$ cat src/verilog/lsbg_pkg.sv
// Package: register map, field layout and constants of the bit-rate generator
//
// Behaviour
// Divisor bits 31..28 read zero; writes to them are ignored.
// Fractional field in bits 27..24 refines rate in both serial modes.
// Fraction gives fifteen intermediate rates between adjacent integer settings.
// Integer prescaler in bits 23..0 selects the bit rate in both modes.
// Bit clock derives only from input clock, prescaler and fraction.
// 30 MHz, integer 15, fraction 4 gives about 115385 bit/s.
// Three separately addressable locations hold transmit and receive data.
// Receive shadow view returns same storage as receive data buffer.
// Reading the shadow view leaves the receive-full flag unchanged.
// Reading the receive data buffer clears the receive-full flag.
// Async rate is clock / (16 * (integer + 1 + fraction/16)).
package lsbg_pkg;

   // ****************************************************************
   // Register map (byte addresses)
   // ****************************************************************
   localparam logic [7:0]  ADDR_DIVISOR   = 8'h00;
   localparam logic [7:0]  ADDR_RX_SHADOW = 8'h04;
   localparam logic [7:0]  ADDR_RX_DATA   = 8'h08;
   localparam logic [7:0]  ADDR_TX_DATA   = 8'h0c;
   localparam logic [7:0]  ADDR_STATUS    = 8'h10;
   localparam logic [7:0]  ADDR_RX_LOAD   = 8'h14;

   // ****************************************************************
   // Field layout and reset values
   // ****************************************************************
   localparam int          FRAC_MSB       = 27;
   localparam int          FRAC_LSB       = 24;
   localparam int          INT_MSB        = 23;
   localparam int          INT_LSB        = 0;
   localparam int          STAT_RX_FULL   = 0;
   localparam int          STAT_TX_FULL   = 1;
   localparam logic [31:0] DIVISOR_RESET  = 32'h0000_0000;
   localparam logic [7:0]  DATA_RESET     = 8'h00;
   localparam logic [3:0]  SUB_LAST       = 4'hf;

   typedef struct packed {
      logic [3:0]  frac;
      logic [23:0] prescale;
   } lsbg_divisor_t;

   typedef struct packed {
      logic        sel;
      logic        enable;
      logic        write;
      logic [7:0]  addr;
      logic [31:0] wdata;
   } lsbg_apb_req_t;

endpackage : lsbg_pkg

$ cat src/verilog/lsbg_frac_divider.sv
// Fractional divider: one tick per sixteenth of a bit, with a bit-clock strobe
module lsbg_frac_divider
   import lsbg_pkg::*;
(
   input  wire logic          i_ref_clk,
   input  wire logic          i_srst,
   input  wire lsbg_divisor_t i_div,
   output logic              o_sub_tick,
   output logic              o_bit_tick
);

   // One spare bit so a stretched maximum prescale does not wrap to zero
   logic [24:0] cnt_reg;
   logic [24:0] cnt_next;
   logic [3:0]  sub_reg;
   logic [3:0]  sub_next;
   logic        sub_tick_reg;
   logic        sub_tick_next;
   logic        bit_tick_reg;
   logic        bit_tick_next;
   logic        stretch;
   logic [24:0] limit;

   // ****************************************************************
   // Divider
   // ****************************************************************
   // fraction stretches some sixteenths
   // Of every sixteen sub-periods, frac of them last one extra clock, so the
   // average sub-period is (P + 1 + M/16) clocks.
   // async rate formula
   always_comb begin
      stretch       = (sub_reg < i_div.frac);
      // integer prescaler sets length
      limit         = stretch ? {1'b0, i_div.prescale} + 25'h1 : {1'b0, i_div.prescale};
      cnt_next      = cnt_reg + 25'h1;
      sub_next      = sub_reg;
      sub_tick_next = 1'b0;
      bit_tick_next = 1'b0;
      // derived from input clock only
      if (cnt_reg >= limit) begin
         cnt_next      = 25'h0;
         sub_next      = sub_reg + 4'h1;
         sub_tick_next = 1'b1;
         // sixteen steps per integer value
         bit_tick_next = (sub_reg == SUB_LAST);
      end
   end

   always_ff @(posedge i_ref_clk) begin
      if (i_srst) begin
         cnt_reg      <= 25'h0;
         sub_reg      <= 4'h0;
         sub_tick_reg <= 1'b0;
         bit_tick_reg <= 1'b0;
      end else begin
         cnt_reg      <= cnt_next;
         sub_reg      <= sub_next;
         sub_tick_reg <= sub_tick_next;
         bit_tick_reg <= bit_tick_next;
      end
   end

   assign o_sub_tick = sub_tick_reg;
   assign o_bit_tick = bit_tick_reg;

endmodule // lsbg_frac_divider

$ cat src/verilog/lsbg_top.sv
// Bit-rate generator top: APB register file, data buffers and divider
module lsbg_top
   import lsbg_pkg::*;
(
   input  wire logic        i_ref_clk,
   input  wire logic        i_srst,
   input  wire logic        i_psel,
   input  wire logic        i_penable,
   input  wire logic        i_pwrite,
   input  wire logic [7:0]  i_paddr,
   input  wire logic [31:0] i_pwdata,
   input  wire logic        i_rx_load,
   input  wire logic [7:0]  i_rx_byte,
   input  wire logic        i_tx_take,
   output logic [31:0]      o_prdata,
   output logic             o_pready,
   output logic             o_pslverr,
   output logic             o_sub_tick,
   output logic             o_bit_tick,
   output logic             o_rx_full,
   output logic             o_tx_full,
   output logic [7:0]       o_tx_byte
);

   lsbg_apb_req_t req;
   lsbg_divisor_t div_reg;
   lsbg_divisor_t div_next;
   logic [7:0]    rx_reg;
   logic [7:0]    rx_next;
   logic [7:0]    tx_reg;
   logic [7:0]    tx_next;
   logic          rx_full_reg;
   logic          rx_full_next;
   logic          tx_full_reg;
   logic          tx_full_next;
   logic [31:0]   prdata_reg;
   logic [31:0]   prdata_next;
   logic          pready_reg;
   logic          pready_next;
   logic          pslverr_reg;
   logic          pslverr_next;
   logic          access;
   logic          wr;
   logic          rd;
   logic          mapped;

   assign req = '{sel: i_psel, enable: i_penable, write: i_pwrite,
                  addr: i_paddr, wdata: i_pwdata};

   // ****************************************************************
   // APB slave: one wait state, answer in the second access cycle
   // ****************************************************************
   always_comb begin
      access = req.sel && req.enable && !pready_reg;
      wr     = access && req.write;
      rd     = access && !req.write;
      case (req.addr)
         ADDR_DIVISOR, ADDR_RX_SHADOW, ADDR_RX_DATA,
         ADDR_TX_DATA, ADDR_STATUS, ADDR_RX_LOAD: mapped = 1'b1;
         default:                                  mapped = 1'b0;
      endcase
   end

   always_comb begin
      div_next     = div_reg;
      rx_next      = rx_reg;
      tx_next      = tx_reg;
      rx_full_next = rx_full_reg;
      tx_full_next = tx_full_reg;
      prdata_next  = 32'h0;
      pready_next  = access;
      pslverr_next = access && !mapped;
      if (tx_full_reg && i_tx_take) begin
         tx_full_next = 1'b0;
      end
      if (rd) begin
         case (req.addr)
            // top nibble reads zero
            ADDR_DIVISOR:   prdata_next = {4'h0, div_reg};
            // same storage as rx buffer
            // no flag side effect
            ADDR_RX_SHADOW: prdata_next = {24'h0, rx_reg};
            ADDR_RX_DATA: begin
               prdata_next  = {24'h0, rx_reg};
               // read clears full flag
               rx_full_next = 1'b0;
            end
            ADDR_TX_DATA:   prdata_next = {24'h0, tx_reg};
            ADDR_STATUS:    prdata_next = {30'h0, tx_full_reg, rx_full_reg};
            default:        prdata_next = 32'h0;
         endcase
      end
      if (wr) begin
         case (req.addr)
            // top nibble write ignored
            ADDR_DIVISOR: div_next = req.wdata[FRAC_MSB:INT_LSB];
            ADDR_TX_DATA: begin
               tx_next      = req.wdata[7:0];
               tx_full_next = 1'b1;
            end
            // Software load stands in for a received frame
            ADDR_RX_LOAD: begin
               rx_next      = req.wdata[7:0];
               rx_full_next = 1'b1;
            end
            default: ;
         endcase
      end
      // separate receive location loaded by receiver
      // A frame arriving in the read cycle wins over the clear
      if (i_rx_load) begin
         rx_next      = i_rx_byte;
         rx_full_next = 1'b1;
      end
   end

   always_ff @(posedge i_ref_clk) begin
      if (i_srst) begin
         div_reg     <= DIVISOR_RESET[FRAC_MSB:INT_LSB];
         rx_reg      <= DATA_RESET;
         tx_reg      <= DATA_RESET;
         rx_full_reg <= 1'b0;
         tx_full_reg <= 1'b0;
         prdata_reg  <= 32'h0;
         pready_reg  <= 1'b0;
         pslverr_reg <= 1'b0;
      end else begin
         div_reg     <= div_next;
         rx_reg      <= rx_next;
         tx_reg      <= tx_next;
         rx_full_reg <= rx_full_next;
         tx_full_reg <= tx_full_next;
         prdata_reg  <= prdata_next;
         pready_reg  <= pready_next;
         pslverr_reg <= pslverr_next;
      end
   end

   // ****************************************************************
   // Bit-rate divider
   // ****************************************************************
   // divisor 15/4 at 30 MHz gives 115385
   lsbg_frac_divider u_div (
      .i_ref_clk  (i_ref_clk),
      .i_srst     (i_srst),
      .i_div      (div_reg),
      .o_sub_tick (o_sub_tick),
      .o_bit_tick (o_bit_tick)
   );

   assign o_prdata  = prdata_reg;
   assign o_pready  = pready_reg;
   assign o_pslverr = pslverr_reg;
   assign o_rx_full = rx_full_reg;
   assign o_tx_full = tx_full_reg;
   assign o_tx_byte = tx_reg;

endmodule // lsbg_top
$ cat config.mk
export PLATFORM = sky130hd
export DESIGN_NAME = lsbg_top
export DESIGN_NICKNAME = d
export VERILOG_FILES = /design/src/verilog/lsbg_pkg.sv /design/src/verilog/lsbg_frac_divider.sv /design/src/verilog/lsbg_top.sv
export SDC_FILE = /design/constraint.sdc
export NUM_CORES = 1
export LEC_CHECK = 0
export ABC_AREA = 1
export CAP_MARGIN = 10
export CORE_MARGIN = 8
export CORE_UTILIZATION = 38
export CTS_BUF_LIST = sky130_fd_sc_hd__clkbuf_4
export CTS_CLUSTER_DIAMETER = 30
export DETAILED_ROUTE_END_ITERATION = 8
export DONT_BUFFER_PORTS = 1
export HOLD_SLACK_MARGIN = 0.05
export PLACE_DENSITY_LB_ADDON = 0.1
export SLEW_MARGIN = 20
export SYNTH_ARGS = -nofsm -noshare
export SYNTH_HDL_FRONTEND = slang
export SYNTH_SLANG_ARGS = --single-unit
$ cat constraint.sdc
create_clock -name i_ref_clk -period 6.7 [get_ports i_ref_clk]
set_input_delay 0 -clock i_ref_clk [delete_from_list [all_inputs] [get_ports i_ref_clk]]
set_output_delay 0 -clock i_ref_clk [all_outputs]
set_load 0.02 [all_outputs]
Yosys cells after proc, flatten, opt, wreduce, memory -nomap -nowiden
Cells that the tools add are included.

Input port bits: 55. Output and inout bits: 46. Logic and storage cells: 61. Register bits: 111.

Equality and inequality tests: 6. Magnitude comparators: 2. Reductions and logical operators: 20. Muxes and demuxes: 15. Add/subtract/negate cells: 3. Bitwise gates (word level): 2.

Operators by type and width (number): 28-bit case mux with 4 select lines (1); 24-bit by 1-bit adder with 25-bit output, second input constant (1); 25-bit by 1-bit adder with 25-bit output, second input constant (1); 25-bit >= comparator (1); 25-bit two-way mux (1); 8-bit two-way mux (3); 8-bit by 4-bit equality test with 1-bit output, second input constant (2); 8-bit by 5-bit equality test with 1-bit output, second input constant (2); 1-bit two-way mux (10); 8-bit by 3-bit equality test with 1-bit output, second input constant (1); 8-bit zero test (1); 2-bit OR reduction (4); 1-bit logical AND (6); 2-bit AND reduction (3); 6-bit OR reduction (1); 4-bit by 1-bit adder with 4-bit output, second input constant (1); 4-bit equality test, second input constant (1); 4-bit < comparator (1); 2-bit nonzero test (2); 1-bit zero test (3); 1-bit inverter (2).

Depth between registers and ports, before layout
Gate-level depths: netlist (run 1).

Depth after elaboration: 7. Mapped depth: 24. Mapped depth without buffers: 23.

By module
Synthesis (run 1) repeated with hierarchy kept, for this count alone.

Cells, all modules: 866. Area total of the unflattened synthesis: 6042.0 um^2.

By module, submodules not included: lsbg_frac_divider (instances 1, area each 3050.4 um^2, seq. area each 620.6 um^2, cells an instance 469); lsbg_top (instances 1, area each 2991.6 um^2, seq. area each 1521.5 um^2, cells an instance 397).

Least setup slack after synthesis (run 1)
No wires, ideal clock.

Kind: reg2reg. From: reg div_reg[25] in the netlist's numbering. To: reg u_div.cnt_reg[21]. Cell stages (with the launch flop): 20. Required time: 6.588 ns. Clock period less this slack: 2.651 ns. Library setup time: 0.112 ns. Arrival time: 2.540 ns. Slack: 4.049 ns. Path buffers: 2. Path through: dfxtp_1 -> inv_1 -> ha_1 -> o21ai_1 -> nand2_1 -> nand3_1 -> nand2_1 -> buf_2 -> nor2_1 -> nand2_1 -> xor2_1 -> ha_1 -> nand2_1 -> inv_1 -> nand2_1 -> nor3_1 -> nand2_1 -> nand3_4 -> buf_6 -> nor2_1.

Cells in the longest elaborated chain, start to end: 4.

Ends and longest elaborated chain: from (decl) (line lsbg_top.sv:26) `lsbg_divisor_t div_reg;`; from (signal assigned) (line lsbg_top.sv:119) `div_reg <= DIVISOR_RESET[FRAC_MSB:INT_LSB];`; from (signal assigned) (line lsbg_top.sv:128) `div_reg <= div_next;`; 4-bit < comparator (line lsbg_frac_divider.sv:32) `stretch = (sub_reg < i_div.frac);`; 25-bit two-way mux (line lsbg_frac_divider.sv:34) `limit = stretch ? {1'b0, i_div.prescale} + 25'h1 : {1'b0, i_div.prescale};`; 25-bit >= comparator (line lsbg_frac_divider.sv:40) `if (cnt_reg >= limit) begin`; 2-bit OR reduction (no source line); to (signal assigned) (line lsbg_frac_divider.sv:56) `cnt_reg <= cnt_next;`; to (decl) (line lsbg_frac_divider.sv:13) `logic [24:0] cnt_reg;`.

No other way between the ends. A chain may end at the register's enable or synchronous reset.

Worst setup path after layout (run 1)
From: reg div_reg[25] in the netlist's numbering. To: reg u_div.cnt_reg[19].

Same word-level chain as after synthesis.

==> impl_metrics.json, run 1 <==
{
  "post_cts.repair.setup_buffers": 0,
  "fin_util": 0.4469,
  "first_pass_iters": 4,
  "skew_ps": 34.14,
  "irDropWorstVdd_v": 0.00008283,
  "ant_nets": 0,
  "gr-total-overflow": 0,
  "dieArea_sq_mm": 0.01941,
  "die_y_microns": 139.3,
  "grt_max_degree": 54,
  "routed_wl_microns": 15640,
  "critPathMaxStageDelay_ps": 410,
  "syn_avg_cell_area_sq_um": 7.057,
  "root_buffer": "clkbuf_4",
  "yosysTopAreaCell": "dfxtp_1",
  "drt-initial-drc-count": 287,
  "path_class": "flop to flop",
  "grt_setup_unrepaired": "no",
  "cts_resized": 0,
  "numCtsBuffers": 9,
  "worst_pin_slew_ps": 854.5,
  "clkSinkCount": 107,
  "cts_hold_buf": 70,
  "cpMostUsedCell": "nand2_1",
  "wl_per_cell_microns": 14.56,
  "clockBufferDepth": 2,
  "arrival_ps": 4000,
  "cts.clk_slew.worst_paths_ps": 170,
  "portBuffers": 0,
  "dpl-instance-area_sq_mm": 0.005902,
  "yosysUniqueCellTypes": 37,
  "cts_tree": "built",
  "worst-r2r-cell-count": 18,
  "synth_top_area_frac": 0.3706,
  "synth_edf_count": 0,
  "status": "finished clean",
  "core_sq_mm": 0.01503,
  "crit_required_ps": 7090,
  "yosysMostFrequentCell": "nand2_1",
  "grt_usage": 0.1639,
  "grt_pass1_wl_microns": 26060,
  "dr_total_vias": 5299,
  "htreeDepth": 3,
  "drc": 0,
  "rows": 45,
  "initial_core_util": 0.3844,
  "synth_top_flop_cell": "dfxtp_1",
  "yosysSeqAreaShare": 0.3706,
  "slew_headroom": 0.4297,
  "startpoint_type": "flop",
  "drive_gt1_frac": 0.04972,
  "p_leak_nw": 2.725,
  "ios": 101,
  "gp_congestion": 0.8517,
  "synthesis.area_sq_mm": 0.005779,
  "fin_crit_ps": 3609,
  "synthTopCellsByCount": "175 x nand2_1, 114 x nor2_1, 107 x dfxtp_1, 107 x inv_1, 49 x o21ai_0",
  "drv_slew": 0,
  "hold_depth": 7,
  "antenna_found_initial": 1,
  "fin_ws_ps": 3091,
  "endpoint_kind": "flop",
  "synth-seq-cells": 107,
  "ys_top_cells_by_area": "dfxtp_1 37%, nand2_1 11%, nor2_1 7.4%",
  "max_freq_mhz": 277.1,
  "finalHoldViolCount": 0,
  "die_x_microns": 139.3,
  "powerDensity_mw_per_mm2": 192.4,
  "yosys_warnings": 0,
  "path_cells": "inv_1 > ha_1 > o21ai_1 > nand2_1 > nand3_1 > nand2_1 > inv_1 > nand3b_1 > nor2_1 > nand3_1 > ha_1 > nand2_1 > nor2_1 > nand2_1 > nor3_1 > nand2_1 > nand3_4 > nor2_1",
  "post-route-period-util": 0.5386,
  "clk-insertion-delay-late_ps": 490,
  "grt_pass1_vias": 5284,
  "synth_cells": 819,
  "post-place-ws_ps": 3139,
  "dpl.hpwl_microns": 11750,
  "final_nets": 967,
  "crit_fanout": 25,
  "tns_ps": 0,
  "design_area_sq_mm": 0.006719,
  "cp_slowest_cell": "inv_1",
  "area_growth_pct": 16.26,
  "synthArstFlopShare": 0,
  "hold_path.class": "input port to flop",
  "finalSetupViolCount": 0,
  "maxCapViolCount": 0,
  "viasPerCell": 4.934
}
==> worst max-delay path: cells and delay by family (launching register included) <==
family / cells / cell delay (ps)
fa+ha+maj: 2 / 620
buf+inv: 2 / 480
flops: 1 / 350
simple gates: 13 / 1990
compound gates: 1 / 70
==> cell type report <==
| class | instances | area (sq um) |
|---|---|---|
| antenna | 1 | 2.502 |
| clock inverter | 5 | 38.79 |
| clock buffer | 10 | 75.07 |
| multi-input combinational | 581 | 3095 |
| tap | 188 | 235.2 |
| timing repair buffer | 71 | 708.2 |
| inverter | 111 | 421.7 |
| fill | 1557 | 8314 |
| sequential | 107 | 2142 |
==> cell families after synthesis <==
| logic type | share of synthesized area |
|---|---|
| compound gates | 0.09872 |
| other cells | 0.0006489 |
| simple gates | 0.3042 |
| xor+xnor | 0.05607 |
| fa+ha+maj | 0.06711 |
| mux | 0.006928 |
| buf+inv | 0.09569 |
| flops | 0.3706 |
==> path summary, 6_finish.rpt <==
| kind | start | to | slack, ps |
|---|---|---|---|
| max | div_reg[25] | u_div.cnt_reg[19] | 3090 |
| min | i_paddr[0] | o_prdata[1] | 70 |
| max reg2reg | div_reg[25] | u_div.cnt_reg[19] | 3090 |
| min reg2reg | rx_reg[0] | rx_reg[0] | 490 |
==> metrics by stage <==
stage | total power [mW] | hold WS [ps] | std cells
2_1_floorplan | 0.9274 | 134.9 | 822
3_3_place_gp | 0.9681 | 66.30 | 988
3_5_place_dp | 0.9767 | 67.49 | 988
4_1_cts | 1.308 | 50.88 | 1073
5_1_grt | 1.365 | 105.0 | 1074
6_report | 1.293 | 74.48 | 1074
==> metal layers <==
metal / GRT usage / part of all wire
met1: 0.2038 / 0.46
met2: 0.2664 / 0.46
met3: 0.04446 / 0.058
met4: 0.05950 / 0.016
met5: 0 / 0
==> power breakdown <==
group / total (mW) / internal [mW] / switching [mW]
sequential: 0.672 / 0.653 / 0.0194
combinational: 0.320 / 0.102 / 0.218
clock: 0.301 / 0.0807 / 0.220
total: 1.29 / 0.835 / 0.458
==> cells in the final DEF (no fill, tap or decap), drive strengths merged, types with 2 or more instances in the layout <==
master,Yosys,routed
ha,31,31
nor3,36,36
nor4,2,2
nand3,38,38
clkbuf,5,10
xnor2,8,8
a21oi,49,49
clkinv,0,3
dfxtp,107,107
xor2,29,29
mux2i,4,4
nand2,177,177
nor2,124,124
inv,111,112
dlygate4sd3,0,70
o21ai,54,54
a31oi,4,4
nand4,17,17
conb,1,4
(Power assumes the default switching activity.)
==> run 2: changes to the inputs <==
ABC_AREA = 0   (was 1)
clock period = 3.51 ns   (was 6.7 ns; I/O delays follow)
==> impl_metrics.json, run 2 <==
{
  "p_leak_nw": 2.541,
  "dp_cells": 766,
  "viasPerCell": 5.096,
  "synthArstFlopShare": 0,
  "dpl.hpwl_microns": 9759,
  "yosysUniqueCellTypes": 47,
  "p_int_mw": 1.559,
  "ios": 101,
  "cts_tree": "built",
  "hold_path.class": "input port to flop",
  "yosysSeqAreaShare": 0.4101,
  "grt_setup_unrepaired": "yes",
  "numCtsBuffers": 9,
  "root_buffer": "clkbuf_4",
  "cpMostUsedCell": "a21o_1",
  "synth_top_flop_cell": "dfxtp_1",
  "drt-initial-drc-count": 235,
  "endpoint_kind": "flop",
  "irDropWorstVdd_v": 0.0002809,
  "synth_top_area_frac": 0.4101,
  "switching_share": 0.2874,
  "htreeDepth": 3,
  "synthTopCellsByCount": "107 x dfxtp_1, 88 x nand2_1, 43 x a21oi_1",
  "wl_per_cell_microns": 16.42,
  "ant_nets": 0,
  "synth_cells": 588,
  "layout_common_cells": "105 x dfxtp_1, 88 x nand2_1, 76 x dlygate4sd3_1, 42 x a21oi_1, 35 x xor2_1",
  "drv_slew": 0,
  "maxCapViolCount": 0,
  "yosys_warnings": 0,
  "yosysMostFrequentCell": "dfxtp_1",
  "synth-seq-cells": 107,
  "core_sq_mm": 0.01367,
  "dr_total_vias": 4413,
  "clockBufferDepth": 2,
  "cp_num_buf_inv": 3,
  "crit_required_ps": 3950,
  "p_seq_frac": 0.575,
  "cp_slowest_cell": "or3_4",
  "ys_top_cells_by_area": "dfxtp_1 41%, ha_1 7.4%, nand2_1 6.3%",
  "portBuffers": 0,
  "initial_core_util": 0.3823,
  "worst_pin_slew_ps": 1052,
  "yosysTopAreaCell": "dfxtp_1",
  "syn_avg_cell_area_sq_um": 8.884,
  "dieArea_sq_mm": 0.01775,
  "final_cells": 866,
  "crit_fanout": 7,
  "grt_pass1_vias": 4507,
  "die_x_microns": 133.2,
  "synthesis.area_sq_mm": 0.005224,
  "fin_crit_ps": 3424,
  "clkSinkCount": 107,
  "cts.clk_slew.worst_paths_ps": 170,
  "synth_edf_count": 0,
  "die_y_microns": 133.2,
  "fin_util": 0.4882,
  "insertedDiodeCount": 0,
  "max_freq_mhz": 292.1,
  "skew_ps": 22.96,
  "rows": 43,
  "status": "finished clean",
  "startpoint_type": "flop",
  "cp_top_family": "compound AO/OA/AOI/OAI gates",
  "gr-total-overflow": 0,
  "finalHoldViolCount": 0,
  "grt_max_degree": 58,
  "post-route-period-util": 0.9754,
  "drc": 0,
  "finalSetupViolCount": 0,
  "path_class": "flop to flop",
  "arrival_ps": 3860,
  "critPathMaxStageDelay_ps": 420,
  "slew_headroom": 0.2988,
  "routed_wl_microns": 14220,
  "area_growth_pct": 27.71,
  "switching_power_mw": 0.6288,
  "powerDensity_mw_per_mm2": 328.0,
  "antenna_found_initial": 0,
  "combPwrFrac": 0.142,
  "power_frac_clock": 0.284,
  "path_cells": "inv_2 > ha_4 > a21o_1 > a21o_1 > a211oi_2 > buf_4 > and3_4 > xnor2_2 > ha_1 > and4_4 > a221o_1 > o31a_1 > or3_4 > buf_12 > nor2_1",
  "grt_usage": 0.1620,
  "gp_congestion": 0.8204,
  "first_pass_iters": 5,
  "final_nets": 767,
  "drive_gt1_frac": 0.1443,
  "clk-insertion-delay-late_ps": 500,
  "grt_pass1_wl_microns": 23400,
  "final_common_cell": "dfxtp_1"
}
run 2: cell count changes after synthesis, moves of 13 or more:
cell,change
nor2_1,-81
o21ai_0,-34
mux2i_1,+13
nand2_1,-87
and2_1,+22
clkbuf_1,+14
inv_1,-98
and3_1,+17
nor3_1,-24
run 2: what timing repair did:
| item | CTS | global route |
|---|---|---|
| hold endpoints to repair | 87 | 0 |
| hold buffers | 77 | 0 |
| setup buffers | 3 | 1 |
| setup endpoints to repair | 27 | 31 |
| pin swaps | 2 | 40 |
| resized for setup | 11 | 23 |
| gates cloned | 2 | 1 |
run 2: worst paths after layout:
| path | start | end | slack, ps | cells past startpoint |
|---|---|---|---|---|
| max | div_reg[25] | u_div.cnt_reg[3] | 90 | 15 |
| min | i_paddr[3] | o_prdata[3] | 120 | 3 |
| max reg2reg | div_reg[25] | u_div.cnt_reg[3] | 90 | 15 |
| min reg2reg | div_reg[27] | o_prdata[27] | 500 | 1 |
run 2: logic make-up (layout without fill, tap and decap cells):
logic type | Yosys count | in the layout | synth area share
simple gates | 261 | 261 | 0.2630
flops | 107 | 107 | 0.4101
compound gates | 80 | 80 | 0.09054
xor+xnor | 47 | 47 | 0.07880
buf+inv | 40 | 135 | 0.04143
fa+ha+maj | 31 | 31 | 0.07425
mux | 21 | 21 | 0.04120
other cells | 1 | 4 | 0.0007179
run 2: metrics by stage:
step | hold slack (ps) | setup WS [ps] | setup TNS [ps] | area, sq um | power, mW
after floorplan | 136.0 | 4.794 | 0 | 5253 | 1.431
after global placement | 78.10 | 3.540 | 0 | 5495 | 1.471
after detailed placement | 76.89 | -134.0 | -2568 | 5495 | 1.475
after CTS | 82.42 | 2.379 | 0 | 6549 | 2.208
after global routing | 97.09 | -70.93 | -1413 | 6671 | 2.313
final | 116.2 | 86.32 | 0 | 6671 | 2.188
run 2: worst reg2reg max path, cell delays in order (launching register included):
cell	delay, ps
dfxtp_2	370
inv_2	40
ha_4	200
a21o_1	170
a21o_1	200
a211oi_2	180
buf_4	160
and3_4	200
xnor2_2	80
ha_1	310
and4_4	190
a221o_1	310
o31a_1	270
or3_4	420
buf_12	190
nor2_1	80
run 2: cell type report:
cell class,instances,area [sq um]
Fill cell,1320,6994
Multi-Input combinational cell,444,3013
Sequential cell,107,2145
Timing Repair Buffer,110,1122
Tap cell,180,225.2
Clock buffer,9,67.56
Clock inverter,7,65.06
Inverter,9,33.78
run 2: power groups by stage:
stage                     clock network (mW)  registers, mW  logic (mW)
after global placement                     0           1.28       0.192
final                                  0.621           1.26       0.310
after floorplan                            0           1.28       0.151
after CTS                              0.661           1.26       0.292
after global routing                   0.709           1.26       0.343
after detailed placement                   0           1.28       0.195
run 2: metal layers:
metal  vias up  track usage  part of all wire
met5         -            0                 0
met4         0      0.04991             0.012
met3        12      0.05911             0.069
met2       127       0.2846              0.50
met1      2064       0.1778              0.41
li1       2210            -                 -
==> run 3: changes to the inputs <==
==> constraint.sdc (replaced) <==
create_clock -name i_ref_clk -period 3.51 [get_ports i_ref_clk]
set_input_delay 1.053 -clock i_ref_clk [delete_from_list [all_inputs] [get_ports i_ref_clk]]
set_output_delay 1.053 -clock i_ref_clk [all_outputs]
set_load 0.02 [all_outputs]
==> impl_metrics.json, run 3 (synthesized netlist as in run 2, its figures left out) <==
{
  "die_x_microns": 133.2,
  "wl_met1_microns": 5477,
  "portBuffers": 0,
  "startpoint_type": "flop",
  "final_cells": 798,
  "grt_pass1_vias": 4050,
  "gp_congestion": 0.7992,
  "finalHoldViolCount": 0,
  "wl_met3_microns": 992,
  "ios": 101,
  "drive_gt1_frac": 0.1672,
  "status": "finished, violations left",
  "dp_cells": 772,
  "irDropWorstVdd_v": 0.0002858,
  "cpMostUsedCell": "a21o_1",
  "fin_ws_ps": -37.80,
  "cts.clk_slew.worst_paths_ps": 180,
  "first_pass_iters": 8,
  "maxCapViolCount": 0,
  "grt_setup_unrepaired": "yes",
  "drv_slew": 0,
  "htreeDepth": 3,
  "power.total_mw": 2.186,
  "fin_crit_ps": 3548,
  "worstHoldStart": "div_reg[26]",
  "slew_headroom": 0.4893,
  "root_buffer": "clkbuf_4",
  "dr_total_vias": 4140,
  "critPathMaxStageDelay_ps": 460,
  "wl_met2_microns": 6236,
  "top_layer": "met4",
  "grt_max_degree": 58,
  "arrival_ps": 3990,
  "p_leak_nw": 2.208,
  "dpl-instance-area_sq_mm": 0.005578,
  "r2r-start": "div_reg[25]",
  "cp_slowest_cell": "or3_4",
  "layout_common_cells": "105 x dfxtp_1, 88 x nand2_1, 42 x a21oi_1, 35 x xor2_1, 33 x buf_4",
  "clk-insertion-delay-late_ps": 490,
  "numCtsBuffers": 9,
  "area_growth_pct": 14.68,
  "wl_per_cell_microns": 16.19,
  "endpoint_kind": "flop",
  "worst_pin_slew_ps": 760.3,
  "final_nets": 697,
  "post-route-period-util": 1.011,
  "grt_pass1_wl_microns": 21000,
  "finalSetupViolCount": 18,
  "routed_wl_microns": 12920,
  "initial_core_util": 0.3823,
  "rows": 43,
  "clkSinkCount": 107,
  "dpl.hpwl_microns": 9532,
  "drt-initial-drc-count": 252,
  "cts_tree": "built",
  "path_cells": "inv_2 > ha_4 > a21o_1 > a21o_1 > a211oi_2 > buf_4 > and3_4 > xnor2_2 > ha_1 > and4_4 > a221o_1 > o31a_1 > or3_4 > clkbuf_16 > nor2_4",
  "tns_ps": -272.2,
  "failed_checks": "negative setup slack",
  "design_area_sq_mm": 0.005991,
  "crit_required_ps": 3950,
  "startpoint": "div_reg[25]",
  "grt_usage": 0.1462,
  "crit_fanout": 6,
  "powerDensity_mw_per_mm2": 365.0,
  "clockBufferDepth": 2,
  "hold_path.class": "flop to flop",
  "viasPerCell": 5.188,
  "drc": 0,
  "path_class": "flop to flop",
  "ant_nets": 0,
  "final_common_cell": "dfxtp_1",
  "dieArea_sq_mm": 0.01775,
  "core_sq_mm": 0.01367,
  "gr-total-overflow": 0,
  "max_freq_mhz": 281.9,
  "antenna_found_initial": 1,
  "die_y_microns": 133.2,
  "skew_ps": 16.88,
  "post-place-ws_ps": -80.50
}
run 3: cell count changes in the layout (fill, tap and decap cells not counted), sizes merged:
| cell | delta |
|---|---|
| dlygate4sd3 | -76 |
| inv | -2 |
| buf | +6 |
| bufinv | +1 |
| diode | +2 |
| clkinv | +1 |
run 3: metal layers:
metal  GRT usage  vias to the layer above
li1            -                     2065
met1      0.1745                     1932
met2      0.2421                      125
met3     0.04480                       18
met4     0.05303                        0
met5           0                        -
run 3: repair_timing:
item / CTS / global route
endpoints found under the hold margin: 0 / 0
resized for setup: 12 / 21
gates cloned: 2 / 1
setup endpoints to repair: 28 / 31
pin swaps: 5 / 15
buffers inserted: 1 / 4
hold buffers: 0 / 0
run 3: path summary, 6_finish.rpt:
kind / cells past startpoint / endpoint / slack (ps)
setup / recovery: 15 / u_div.cnt_reg[0] / -40
hold / removal: 2 / div_reg[26] / 470
setup reg to reg: 15 / u_div.cnt_reg[0] / -40
hold reg to reg: 2 / div_reg[26] / 470
run 3: worst max-delay path, delay by kind of cell, from the launching register on:
family | cells | cell delay (ps)
flops | 1 | 370
buf+inv | 3 | 420
fa+ha+maj | 2 | 530
xor+xnor | 1 | 60
compound gates | 5 | 1180
simple gates | 4 | 930
run 3: area by class of cell:
cell class / count / area, sq um
fillers: 1409 / 7675
multi-input cells: 444 / 3023
flip-flops and latches: 107 / 2145
repair buffers: 40 / 407.9
well taps: 180 / 225.2
clock inverters: 7 / 83.83
clock buffers: 9 / 67.56
inverters: 9 / 33.78
diodes: 2 / 5.005
run 3: metrics by stage:
| step | hold slack [ps] | utilization |
|---|---|---|
| floorplan | 444.7 | - |
| global placement | 450.4 | 0.4082 |
| detailed placement | 455.5 | 0.4082 |
| CTS | 476.7 | 0.4270 |
| global route | 511.3 | 0.4384 |
| finish | 474.9 | 0.4384 |
run 3: where the power goes:
| part | switching (mW) | leakage [nW] | internal (mW) | total [mW] |
|---|---|---|---|---|
| clock | 0.452 | 0.0790 | 0.230 | 0.682 |
| sequential | 0.0216 | 0.865 | 1.24 | 1.26 |
| combinational | 0.122 | 1.26 | 0.124 | 0.245 |
